===== src/swb_cfg.svh =====
`ifndef SWB_CFG_SVH
`define SWB_CFG_SVH
`define SWB_CLK_NS 4
`define SWB_CYC(t) (((t) + `SWB_CLK_NS - 1) / `SWB_CLK_NS)
`define SWB_T_RSTL_NS 480000
`define SWB_SHORT_SAMPLE_TIME_NS 8000
`define SWB_PRESENCE_SAMPLE_TIME_NS 68000
`define SWB_T_RSTH_NS 480000
`define SWB_T_W0L_NS 60000
`define SWB_T_W1L_NS 6000
`define SWB_T_MSR_NS 15000
`define SWB_T_SLOT_NS 70000
`define SWB_T_HOLD_NS 2000000
`define SWB_OD_DIV 8
`define SWB_OP_BLOCK 8'hAB
`define SWB_OP_WRITE 8'h68
`define SWB_OP_READ 8'h50
`define SWB_OP_SEARCH 8'h11
`define SWB_OP_FCS 8'h57
`define SWB_OP_CRC 8'hCC
`define SWB_P_RST 0
`define SWB_P_IGN 1
`define SWB_P_SPU 2
`define SWB_P_PE 3
`define SWB_P_SRST 2
`define SWB_ST_SPD 4
`define SWB_ST_LL 3
`define SWB_ST_SD 2
`define SWB_ST_PPD 1
`define SWB_ST_IGN 0
`define SWB_CRC_POLY 16'hA001
`define SWB_CRC_RES 16'hB001
`define SWB_RELEASE 8'hAA
`define SWB_R_OK 8'hAA
`define SWB_R_NOPRES 8'h33
`define SWB_R_MISMATCH 8'h22
`define SWB_R_CRCERR 8'hA2
`define SWB_R_NODEV 8'h44
`define SWB_R_BADOP 8'h55
`define SWB_FIFO_DEPTH 8
`endif


===== src/swb_pkg.sv =====
`include "swb_cfg.svh"
package swb_pkg;
   typedef enum logic [2:0] {S_IDLE, S_NEXT, S_RST_LOW, S_RST_REL,
      S_SLOT_LOW, S_SLOT_REL, S_HOLD} swb_st_type;
   typedef enum logic [2:0] {PH_DATA, PH_CRC, PH_REL, PH_RES, PH_SRCH,
      PH_EMIT} swb_ph_type;
   typedef struct packed {
      logic [7:0] op;
      logic [7:0] param;
      logic [7:0] len;
   } swb_cmd_type;
   typedef struct packed {
      swb_st_type  st;
      swb_ph_type  ph;
      swb_cmd_type cmd;
      logic [31:0] cnt;
      logic [7:0]  left;
      logic [2:0]  bi;
      logic        bd;
      logic [7:0]  tx;
      logic [7:0]  tx0;
      logic [7:0]  rx;
      logic        wb;
      logic        rb;
      logic [1:0]  trip;
      logic        idb;
      logic [15:0] crc;
      logic        err;
      logic [6:0]  pos;
      logic [6:0]  disc;
      logic [6:0]  ld;
      logic [63:0] rom;
      logic [71:0] eb;
      logic        ll;
      logic        sd;
      logic        presence_seen;
      logic        ign;
      logic        spd;
      logic        strong_pullup;
      logic        keep;
      logic        g_n;
      logic        oe_n;
      logic        ov;
      logic [7:0]  od;
      logic        done;
      logic [7:0]  res;
      logic        rdy;
   } swb_regs_type;
   function automatic logic [15:0] swb_crc_byte(input logic [15:0] c,
                                                input logic [7:0] b);
      logic [15:0] r;
      r = c;
      for (int i = 0; i < 8; i++) begin
         r = (r[0] ^ b[i]) ? ((r >> 1) ^ `SWB_CRC_POLY) : (r >> 1);
      end
      return r;
   endfunction
endpackage


===== src/swb_top.sv =====
// Contract
// - line level sampled on status read
// - reset sets short flag on low
// - later reset clears short when gone
// - reset sets presence when pulse seen
// - no pulse or short clears presence
// - status echoes last ignore setting
// - optional leading reset, stop without presence
// - ignore bit continues regardless of presence
// - strong pullup at block end, held
// - gpio conducts after successful block
// - write block verifies readback, flags error
// - read block reads count bytes
// - search returns one rom code
// - search reset restarts at first device
// - last device flag follows rom code
// - full sequence checks both slave crcs
// - pullup held delay times 2ms
// - crc16 over host supplied bytes
// - config arms pullup after byte transfers
// - config selects standard or overdrive
`timescale 1ns/1ps
`include "swb_cfg.svh"

// ****************************************
// data fifo
// ****************************************
module swb_fifo #(
   parameter int W = 8,
   parameter int D = `SWB_FIFO_DEPTH
) (
   // clock and reset
   input  wire logic         clk,
   input  wire logic         rst,
   // fill side
   input  wire logic         in_valid,
   input  wire logic [W-1:0] in_data,
   output logic              in_ready,
   // drain side
   output logic              out_valid,
   output logic [W-1:0]      out_data,
   input  wire logic         out_ready
);
   // depth must be a power of two for the wrap bit
   localparam int A = $clog2(D);
   logic [W-1:0] mem [D];
   logic [A:0]   wp_q;
   logic [A:0]   wp_d;
   logic [A:0]   rp_q;
   logic [A:0]   rp_d;
   logic         full;
   logic         empty;

   assign full = (wp_q[A] != rp_q[A]) && (wp_q[A-1:0] == rp_q[A-1:0]);
   assign empty = (wp_q == rp_q);
   assign in_ready = !full;
   assign out_valid = !empty;
   assign out_data = mem[rp_q[A-1:0]];

   always_comb begin
      wp_d = wp_q;
      rp_d = rp_q;
      if (in_valid && !full) wp_d = wp_q + 1'b1;
      if (out_ready && !empty) rp_d = rp_q + 1'b1;
   end

   always_ff @(posedge clk or posedge rst) begin
      if (rst) begin
         wp_q <= '0;
         rp_q <= '0;
      end else begin
         wp_q <= wp_d;
         rp_q <= rp_d;
      end
   end

   always_ff @(posedge clk) begin
      if (in_valid && !full) mem[wp_q[A-1:0]] <= in_data;
   end
endmodule // swb_fifo

// ****************************************
// command engine
// ****************************************
module swb_top import swb_pkg::*; #(
   parameter int unsigned P_RSTL = `SWB_CYC(`SWB_T_RSTL_NS),
   parameter int unsigned P_MSI  = `SWB_CYC(`SWB_SHORT_SAMPLE_TIME_NS),
   parameter int unsigned P_MSP  = `SWB_CYC(`SWB_PRESENCE_SAMPLE_TIME_NS),
   parameter int unsigned P_RSTH = `SWB_CYC(`SWB_T_RSTH_NS),
   parameter int unsigned P_W0L  = `SWB_CYC(`SWB_T_W0L_NS),
   parameter int unsigned P_W1L  = `SWB_CYC(`SWB_T_W1L_NS),
   parameter int unsigned P_MSR  = `SWB_CYC(`SWB_T_MSR_NS),
   parameter int unsigned P_SLOT = `SWB_CYC(`SWB_T_SLOT_NS),
   parameter int unsigned P_HOLD = `SWB_CYC(`SWB_T_HOLD_NS)
) (
   // clock and reset
   input  wire logic         clk,
   input  wire logic         rst,
   // command
   input  wire logic         cmd_valid,
   input  wire swb_cmd_type  cmd,
   output logic              cmd_ready,
   // write data
   input  wire logic         wr_valid,
   input  wire logic [7:0]   wr_data,
   output logic              wr_ready,
   // read data
   output logic              rd_valid,
   output logic [7:0]        rd_data,
   input  wire logic         rd_ready,
   // completion
   output logic              done,
   output logic [7:0]        result,
   // master configuration
   input  wire logic         cfg_speed,
   input  wire logic         cfg_spu_arm,
   input  wire logic         cfg_spu_clear,
   // status read
   input  wire logic         stat_read_ack,
   input  wire logic         stat_ptr_sel,
   output logic [7:0]        status,
   // bus pin
   input  wire logic         bus_in,
   output logic              bus_out,
   output logic              bus_oe_n,
   // power pins
   output logic              spu_on,
   output logic              gpio_out,
   output logic              gpio_oe_n
);
   function automatic int unsigned od(input int unsigned v);
      return (v / `SWB_OD_DIV == 0) ? 1 : v / `SWB_OD_DIV;
   endfunction

   swb_regs_type q;
   swb_regs_type d;
   logic         b1_q;
   logic         bs;
   logic         pop;
   logic         fv;
   logic [7:0]   fd;
   logic [31:0]  t_rstl, short_sample_time, presence_sample_time, t_rsth;
   logic [31:0]  t_w0l, t_w1l, t_msr, t_slot;

   swb_fifo #(.W(8), .D(`SWB_FIFO_DEPTH)) u_fifo (
      .clk       (clk),
      .rst       (rst),
      .in_valid  (wr_valid),
      .in_data   (wr_data),
      .in_ready  (wr_ready),
      .out_valid (fv),
      .out_data  (fd),
      .out_ready (pop)
   );

   // pin is asynchronous to clk
   always_ff @(posedge clk or posedge rst) begin
      if (rst) begin
         b1_q <= 1'b1;
         bs   <= 1'b1;
      end else begin
         b1_q <= bus_in;
         bs   <= b1_q;
      end
   end

   always_comb begin
      t_rstl = q.spd ? 32'(od(P_RSTL)) : 32'(P_RSTL);
      short_sample_time  = q.spd ? 32'(od(P_MSI))  : 32'(P_MSI);
      presence_sample_time  = q.spd ? 32'(od(P_MSP))  : 32'(P_MSP);
      t_rsth = q.spd ? 32'(od(P_RSTH)) : 32'(P_RSTH);
      t_w0l  = q.spd ? 32'(od(P_W0L))  : 32'(P_W0L);
      t_w1l  = q.spd ? 32'(od(P_W1L))  : 32'(P_W1L);
      t_msr  = q.spd ? 32'(od(P_MSR))  : 32'(P_MSR);
      t_slot = q.spd ? 32'(od(P_SLOT)) : 32'(P_SLOT);
   end

   always_comb begin
      logic       go;
      logic       fin;
      logic [7:0] code;
      logic       dir;
      go = 1'b0;
      fin = 1'b0;
      code = `SWB_R_OK;
      dir = 1'b0;
      d = q;
      pop = 1'b0;
      d.done = 1'b0;
      d.spd = cfg_speed;
      if (q.ov && rd_ready) d.ov = 1'b0;
      if (stat_read_ack && stat_ptr_sel) d.ll = bs;
      if (cfg_spu_clear) begin
         d.strong_pullup = 1'b0;
         d.keep = 1'b0;
         d.g_n = 1'b1;
      end
      unique case (q.st)
         S_IDLE: if (cmd_valid) begin
            d.cmd = cmd;
            d.rdy = 1'b0;
            d.err = 1'b0;
            d.crc = 16'h0000;
            d.left = cmd.len;
            d.pos = 7'h00;
            d.disc = 7'h00;
            d.trip = 2'h0;
            d.bd = 1'b0;
            d.cnt = 32'h0;
            d.ph = (cmd.op == `SWB_OP_SEARCH) ? PH_SRCH : PH_DATA;
            d.st = S_NEXT;
            if (cmd.op == `SWB_OP_READ) d.left = cmd.param;
            if (cmd.op == `SWB_OP_SEARCH && cmd.param[`SWB_P_SRST])
               d.ld = 7'h00;
            if (cmd.op == `SWB_OP_FCS ||
                ((cmd.op == `SWB_OP_BLOCK || cmd.op == `SWB_OP_WRITE ||
                  cmd.op == `SWB_OP_SEARCH) && cmd.param[`SWB_P_RST])) begin
               d.ign = (cmd.op == `SWB_OP_FCS) ? 1'b0
                       : cmd.param[`SWB_P_IGN];
               d.st = S_RST_LOW;
               d.oe_n = 1'b0;
               if (!q.keep) d.strong_pullup = 1'b0;
            end
            if (!(cmd.op inside {`SWB_OP_BLOCK, `SWB_OP_WRITE, `SWB_OP_READ,
                  `SWB_OP_SEARCH, `SWB_OP_FCS, `SWB_OP_CRC})) begin
               fin = 1'b1;
               code = `SWB_R_BADOP;
            end
         end
         S_RST_LOW: begin
            d.cnt = q.cnt + 32'h1;
            if (q.cnt == t_rstl - 32'h1) begin
               d.cnt = 32'h0;
               d.oe_n = 1'b1;
               d.st = S_RST_REL;
            end
         end
         S_RST_REL: begin
            d.cnt = q.cnt + 32'h1;
            if (q.cnt == short_sample_time - 32'h1) begin
               d.sd = !bs;
               if (!bs) d.presence_seen = 1'b0;
            end
            if (q.cnt == presence_sample_time - 32'h1) d.presence_seen = !bs && !q.sd;
            if (q.cnt == t_rsth - 32'h1) begin
               d.st = S_NEXT;
               if (!q.presence_seen && !q.ign) begin
                  fin = 1'b1;
                  code = `SWB_R_NOPRES;
               end
            end
         end
         S_SLOT_LOW: begin
            d.cnt = q.cnt + 32'h1;
            if (q.cnt == t_msr - 32'h1) d.rb = bs;
            if (q.cnt == (q.wb ? t_w1l : t_w0l) - 32'h1) begin
               d.oe_n = 1'b1;
               d.st = S_SLOT_REL;
            end
         end
         S_SLOT_REL: begin
            d.cnt = q.cnt + 32'h1;
            if (q.cnt == t_msr - 32'h1) d.rb = bs;
            if (q.cnt == t_slot - 32'h1) begin
               unique case (q.trip)
                  2'h0: begin
                     d.rx = {q.rb, q.rx[7:1]};
                     d.tx = q.tx >> 1;
                     d.bi = q.bi + 3'h1;
                     if (q.bi == 3'h7) begin
                        d.st = S_NEXT;
                        d.bd = 1'b1;
                     end else go = 1'b1;
                  end
                  2'h1: begin
                     d.idb = q.rb;
                     d.trip = 2'h2;
                     d.wb = 1'b1;
                     go = 1'b1;
                  end
                  2'h2: begin
                     if (q.idb && q.rb) begin
                        fin = 1'b1;
                        code = `SWB_R_NODEV;
                     end else begin
                        if (q.idb != q.rb) dir = q.idb;
                        else if ((q.pos + 7'h01) < q.ld)
                           dir = q.rom[q.pos[5:0]];
                        else dir = ((q.pos + 7'h01) == q.ld);
                        if (q.idb == q.rb && !dir)
                           d.disc = q.pos + 7'h01;
                        d.rom[q.pos[5:0]] = dir;
                        d.wb = dir;
                        d.trip = 2'h3;
                        go = 1'b1;
                     end
                  end
                  2'h3: begin
                     d.pos = q.pos + 7'h01;
                     d.trip = 2'h0;
                     d.st = S_NEXT;
                  end
               endcase
            end
         end
         S_HOLD: begin
            d.cnt = q.cnt + 32'h1;
            if (q.left == 8'h00) begin
               if (!q.keep) d.strong_pullup = 1'b0;
               d.ph = PH_RES;
               d.left = 8'h03;
               d.crc = 16'h0000;
               d.st = S_NEXT;
            end else if (q.cnt == 32'(P_HOLD) - 32'h1) begin
               d.cnt = 32'h0;
               d.left = q.left - 8'h01;
            end
         end
         S_NEXT: unique case (q.ph)
            PH_DATA: if (q.bd) begin
               d.bd = 1'b0;
               if (q.cmd.op == `SWB_OP_WRITE && q.rx != q.tx0)
                  d.err = 1'b1;
               if (q.cmd.op == `SWB_OP_BLOCK ||
                   q.cmd.op == `SWB_OP_READ) begin
                  d.ov = 1'b1;
                  d.od = q.rx;
               end
               if (q.cmd.op == `SWB_OP_FCS)
                  d.crc = swb_crc_byte(q.crc, q.tx0);
               if (cfg_spu_arm) d.strong_pullup = 1'b1;
            end else if (q.left == 8'h00) begin
               if (q.cmd.op == `SWB_OP_CRC) begin
                  d.eb = {56'h0, ~q.crc};
                  d.left = 8'h02;
                  d.ph = PH_EMIT;
               end else if (q.cmd.op == `SWB_OP_FCS) begin
                  d.left = 8'h02;
                  d.ph = PH_CRC;
               end else begin
                  fin = 1'b1;
                  code = q.err ? `SWB_R_MISMATCH : `SWB_R_OK;
               end
            end else if (q.cmd.op == `SWB_OP_READ) begin
               if (!q.ov) begin
                  d.tx = 8'hFF;
                  d.tx0 = 8'hFF;
                  d.left = q.left - 8'h01;
                  go = 1'b1;
               end
            end else if (fv && !q.ov) begin
               pop = 1'b1;
               d.left = q.left - 8'h01;
               if (q.cmd.op == `SWB_OP_CRC)
                  d.crc = swb_crc_byte(q.crc, fd);
               else begin
                  d.tx = fd;
                  d.tx0 = fd;
                  go = 1'b1;
               end
            end
            PH_CRC: if (q.bd) begin
               d.bd = 1'b0;
               d.crc = swb_crc_byte(q.crc, q.rx);
            end else if (q.left == 8'h00) begin
               if (q.crc != `SWB_CRC_RES) begin
                  fin = 1'b1;
                  code = `SWB_R_CRCERR;
               end else begin
                  d.tx = `SWB_RELEASE;
                  d.ph = PH_REL;
                  go = 1'b1;
               end
            end else begin
               d.tx = 8'hFF;
               d.left = q.left - 8'h01;
               go = 1'b1;
            end
            PH_REL: begin
               d.bd = 1'b0;
               d.strong_pullup = 1'b1;
               d.cnt = 32'h0;
               d.left = q.cmd.param;
               d.st = S_HOLD;
            end
            PH_RES: if (q.bd) begin
               d.bd = 1'b0;
               d.crc = swb_crc_byte(q.crc, q.rx);
               if (q.left == 8'h02) begin
                  d.ov = 1'b1;
                  d.od = q.rx;
               end
            end else if (q.left == 8'h00) begin
               fin = 1'b1;
               code = (q.crc == `SWB_CRC_RES) ? `SWB_R_OK : `SWB_R_CRCERR;
            end else if (!q.ov) begin
               d.tx = 8'hFF;
               d.left = q.left - 8'h01;
               go = 1'b1;
            end
            PH_SRCH: if (q.pos == 7'h40) begin
               d.eb = {7'h00, q.disc == 7'h00, q.rom};
               d.left = 8'h09;
               d.ph = PH_EMIT;
            end else begin
               d.trip = 2'h1;
               d.wb = 1'b1;
               go = 1'b1;
            end
            PH_EMIT: if (!q.ov) begin
               if (q.left == 8'h00) fin = 1'b1;
               else begin
                  d.ov = 1'b1;
                  d.od = q.eb[7:0];
                  d.eb = q.eb >> 8;
                  d.left = q.left - 8'h01;
               end
            end
         endcase
      endcase
      if (go) begin
         d.st = S_SLOT_LOW;
         d.cnt = 32'h0;
         d.oe_n = 1'b0;
         if (d.trip == 2'h0) d.wb = d.tx[0];
         if (q.st == S_NEXT) d.bi = 3'h0;
         if (!q.keep) d.strong_pullup = 1'b0;
      end
      if (fin) begin
         d.st = S_IDLE;
         d.oe_n = 1'b1;
         d.rdy = 1'b1;
         d.done = 1'b1;
         d.res = code;
         if (code == `SWB_R_OK) begin
            if ((d.cmd.op == `SWB_OP_BLOCK || d.cmd.op == `SWB_OP_WRITE) &&
                d.cmd.param[`SWB_P_SPU]) begin
               d.strong_pullup = 1'b1;
               d.keep = 1'b1;
            end
            if (d.cmd.op == `SWB_OP_BLOCK && d.cmd.param[`SWB_P_PE]) begin
               d.strong_pullup = 1'b1;
               d.keep = 1'b1;
               d.g_n = 1'b0;
            end
            if (d.cmd.op == `SWB_OP_SEARCH) d.ld = q.disc;
         end
      end
   end

   always_ff @(posedge clk or posedge rst) begin
      if (rst) begin
         q <= '0;
         q.oe_n <= 1'b1;
         q.g_n <= 1'b1;
         q.rdy <= 1'b1;
      end else q <= d;
   end

   assign cmd_ready = q.rdy;
   assign rd_valid = q.ov;
   assign rd_data = q.od;
   assign done = q.done;
   assign result = q.res;
   assign status = {3'h0, q.spd, q.ll, q.sd, q.presence_seen, q.ign};
   assign bus_out = 1'b0;
   assign bus_oe_n = q.oe_n;
   assign spu_on = q.strong_pullup;
   assign gpio_out = 1'b0;
   assign gpio_oe_n = q.g_n;
endmodule // swb_top

===== config.mk =====
export PLATFORM = sky130hd
export DESIGN_NAME = swb_top
export DESIGN_NICKNAME = d
export VERILOG_FILES = /design/src/swb_pkg.sv /design/src/swb_top.sv
export VERILOG_INCLUDE_DIRS = /design/src
export SDC_FILE = /design/constraint.sdc
export NUM_CORES = 1
export LEC_CHECK = 0
export BUFFER_PORTS_ARGS = -buffer_cell sky130_fd_sc_hd__buf_4
export CAP_MARGIN = 20
export CORE_AREA = 10 10 237 239
export DETAILED_ROUTE_END_ITERATION = 16
export DIE_AREA = 0 0 247 249
export PLACE_DENSITY = 0.64
export SLEW_MARGIN = 5
export SYNTH_ARGS = -nofsm -noshare
export SYNTH_HDL_FRONTEND = slang
export SYNTH_SLANG_ARGS = --single-unit

===== constraint.sdc =====
create_clock -name clk -period 12.9 [get_ports clk]
set_clock_uncertainty 0.15 [all_clocks]
set_input_delay 3.87 -clock clk [delete_from_list [all_inputs] [get_ports clk]]
set_output_delay 3.87 -clock clk [all_outputs]
set_load 0.01 [all_outputs]

==> out/metrics.json <==
{
  "worstSetupEndpointType": "flop",
  "place_hpwl_um": 37400,
  "avgSynthCellArea_um2": 9.61,
  "post_route_cells_drive_above_1_share": 0.128,
  "fin_area_um2": 22500,
  "setup_viol": 0,
  "unrepaired_setup_endpoints_after_global_routing": "no",
  "cts.clk_slew.worst_paths_ns": 0.06,
  "number_of_gates_resized_after_cts": 0,
  "preCtsSetupSlack_ns": 5.96,
  "postRouteAntennaNets": 0,
  "post_cts_buffers": 0,
  "wire_length_of_the_first_global_routing_pass_um": 86900,
  "worst_setup_path_category": "input pin to flop",
  "detailedRoute.firstIterationViolations": 1581,
  "minimum_clock_period_ns": 6.37,
  "fin_hold_ws_ns": 0.205,
  "netlist.area_leader.share": 0.358,
  "floorplan.initialDensity": 0.398,
  "class_of_the_tightest_hold_or_removal_check": "flop to flop",
  "synth_top_area_cell": "sky130_fd_sc_hd__dfrtp_1",
  "required_time_of_the_critical_path_ns": 13.17,
  "cts_max_level": 2,
  "ys_seq_elements": 361,
  "grt_start_max_net_pins": 172,
  "fp-row-count": 83,
  "placed_cell_area_um2": 21100,
  "totalWireLength_um": 54400,
  "slew_headroom": 0.270,
  "via_per_inst": 5.80,
  "timing.fmax_ghz": 0.157,
  "postLayoutSetupSlackWorst_ns": 6.53,
  "global_route.usage.total": 0.172,
  "count_of_flip_flops_with_a_built_in_enable_after_synthesis": 64,
  "final_cell_count_no_fill": 2791,
  "cell_area_after_synthesis_um2": 20400,
  "gp_routability_congestion": 0.899,
  "timing.setup.tns_ns": 0,
  "via_count_of_the_first_global_routing_pass": 15500,
  "core-area_um2": 51200,
  "final_hold_viol_count": 0,
  "clk-insertion-delay-late_ns": 0.56,
  "final_max_slew_viol_count": 0,
  "nNetsFinal": 2147,
  "antenna_violations_before_repair": 0,
  "layout-area-overhead-vs-synth_pct": 10.1,
  "antenna_cells": 0,
  "clockRootBuffer": "sky130_fd_sc_hd__clkbuf_16",
  "placedCellCount": 2715,
  "top_cells_by_area_in_the_synthesized_netlist": "sky130_fd_sc_hd__dfrtp_1 (36%), sky130_fd_sc_hd__edfxtp_1 (9.4%), sky130_fd_sc_hd__nand2_1 (5.7%)",
  "global_route.overflow_total": 0,
  "drt-wirelength-per-cell_um": 19.5,
  "most_frequent_cells_after_synthesis": "sky130_fd_sc_hd__nand2_1 (312), sky130_fd_sc_hd__dfrtp_1 (292), sky130_fd_sc_hd__o21ai_0 (214), sky130_fd_sc_hd__clkbuf_1 (124), sky130_fd_sc_hd__o31ai_1 (115)",
  "synth_sequential_area_ratio": 0.459,
  "cp_data_arrival_time_ns": 6.64,
  "netlist-cell-type-count": 98,
  "die_w_um": 247,
  "detailroute.via_count": 16200,
  "power.leakage_nw": 9.23,
  "cts_tree": "yes",
  "power_density_nw_per_um2": 206,
  "boundaryPins": 76,
  "ys_dominant_reg_cell": "sky130_fd_sc_hd__dfrtp_1",
  "cts-root-to-sink-buffers": 3,
  "fin_crit_sh": 0.494,
  "worstMarginPinSlew_ns": 1.09,
  "final_core_area_utilization": 0.439,
  "detailedRoute.firstPassIterationCount": 6,
  "io_buffers": 70,
  "yosys.cell_count.top_type": "sky130_fd_sc_hd__nand2_1",
  "chipHeight_um": 249,
  "synthCells": 2123,
  "yosysWarnings": 0,
  "outcome": "completed",
  "power.total_mw": 4.62,
  "die_area_um2": 61500,
  "drc": 0,
  "clock_sink_count": 361,
  "crit_path_start_kind": "input pin",
  "worst_ir_drop_vdd_uv": 136,
  "critPathMaxFanout": 7,
  "maxCapViolations": 0,
  "numCtsBuffers": 40,
  "holdBufCountCts": 0,
  "async_reset_ff_frac": 0.823
}
layer usage:
metal  up-vias  global-route usage  share of wire
met3        89              0.0351          0.068
met5         -                   0              0
met1      8001               0.243           0.46
met4         0              0.0493          0.022
li1       7579                   -              -
met2       518               0.261           0.45
where the power goes:
part	leakage, nW	switching [mW]	total, mW	internal (mW)
clock	0.678	0.483	1.18	0.695
sequential	4.57	0.229	1.57	1.34
combinational	3.98	1.09	1.87	0.777
final timing paths:
check	startpoint	to	slack, ns	cells past startpoint
setup / recovery	cmd[18]	q[167]$_DFF_PP0_	6.53	11
hold / removal	b1_q$_DFF_PP1_	bs$_DFF_PP1_	0.21	0
max in group asynchronous	rst	q[299]$_DFFE_PP0P_	7.71	3
setup reg to reg	q[301]$_DFFE_PP0P_	q[262]$_DFFE_PP0P_	8.29	10
min in group asynchronous	rst	q[41]$_DFFE_PP0P_	3.34	2
hold reg to reg	b1_q$_DFF_PP1_	bs$_DFF_PP1_	0.21	0
area by class of cell:
class,instances,area [um2]
fill,4882,28700
multi-input combinational,1537,10000
sequential,361,9360
clock buffer,55,1160
tap,680,851
timing repair buffer,94,718
clock inverter,19,188
inverter,45,176
state kept, by name (all words and copies together) (netlist names), 4 cells and up:
register and cells:
status 5, u_fifo.mem 64, u_fifo.rp_q 4, result 5, rd_data 8, q 263, u_fifo.wp_q 4
logic make-up after synthesis:
kind of cell | Yosys count | share of synthesized area
buffers and inverters | 229 | 0.0518
AND/OR/NAND/NOR | 698 | 0.165
other | 1 | 0.000184
XOR/XNOR | 117 | 0.0523
multiplexers | 138 | 0.0858
AO/OA/AOI/OAI | 554 | 0.171
flip-flops | 361 | 0.459
adder cells (fa/ha/maj) | 25 | 0.0153
worst max-delay path: stages:
cell                        delay, ns
sky130_fd_sc_hd__buf_4           0.13
sky130_fd_sc_hd__or4b_1          0.55
sky130_fd_sc_hd__a2111oi_0       0.44
sky130_fd_sc_hd__o21a_1          0.20
sky130_fd_sc_hd__o41ai_1         0.07
sky130_fd_sc_hd__nand2_1         0.09
sky130_fd_sc_hd__nand2_1         0.07
sky130_fd_sc_hd__nand4_1         0.14
sky130_fd_sc_hd__nand3b_2        0.10
sky130_fd_sc_hd__or4_1           0.76
sky130_fd_sc_hd__mux2i_1         0.20
layout by cell type (no fill, tap or decap), types with 7 or more instances in the layout:
master,n
sky130_fd_sc_hd__nand2b_1,18
sky130_fd_sc_hd__or4_1,11
sky130_fd_sc_hd__buf_4,92
sky130_fd_sc_hd__xnor2_1,76
sky130_fd_sc_hd__nor4_1,18
sky130_fd_sc_hd__dfrtp_1,291
sky130_fd_sc_hd__nand2_1,312
sky130_fd_sc_hd__o21ai_1,8
sky130_fd_sc_hd__nand4_1,24
sky130_fd_sc_hd__nor2_1,114
sky130_fd_sc_hd__o22ai_1,13
sky130_fd_sc_hd__ha_1,25
sky130_fd_sc_hd__mux2_2,45
sky130_fd_sc_hd__o21ai_0,213
sky130_fd_sc_hd__a22oi_1,11
sky130_fd_sc_hd__nand3_1,47
sky130_fd_sc_hd__o31ai_1,115
sky130_fd_sc_hd__clkbuf_8,8
sky130_fd_sc_hd__clkbuf_16,41
sky130_fd_sc_hd__a21o_1,9
sky130_fd_sc_hd__a31oi_1,10
sky130_fd_sc_hd__inv_1,43
sky130_fd_sc_hd__clkinv_2,11
sky130_fd_sc_hd__or3_1,13
sky130_fd_sc_hd__mux4_2,24
sky130_fd_sc_hd__o211ai_1,10
sky130_fd_sc_hd__edfxtp_1,64
sky130_fd_sc_hd__a21oi_1,88
sky130_fd_sc_hd__and3_1,10
sky130_fd_sc_hd__mux2i_1,68
sky130_fd_sc_hd__nor2b_1,7
sky130_fd_sc_hd__nor3_1,48
sky130_fd_sc_hd__nor4b_1,10
sky130_fd_sc_hd__and2_1,11
sky130_fd_sc_hd__o21a_1,7
sky130_fd_sc_hd__xor2_1,38
(Power assumes the default switching activity.)
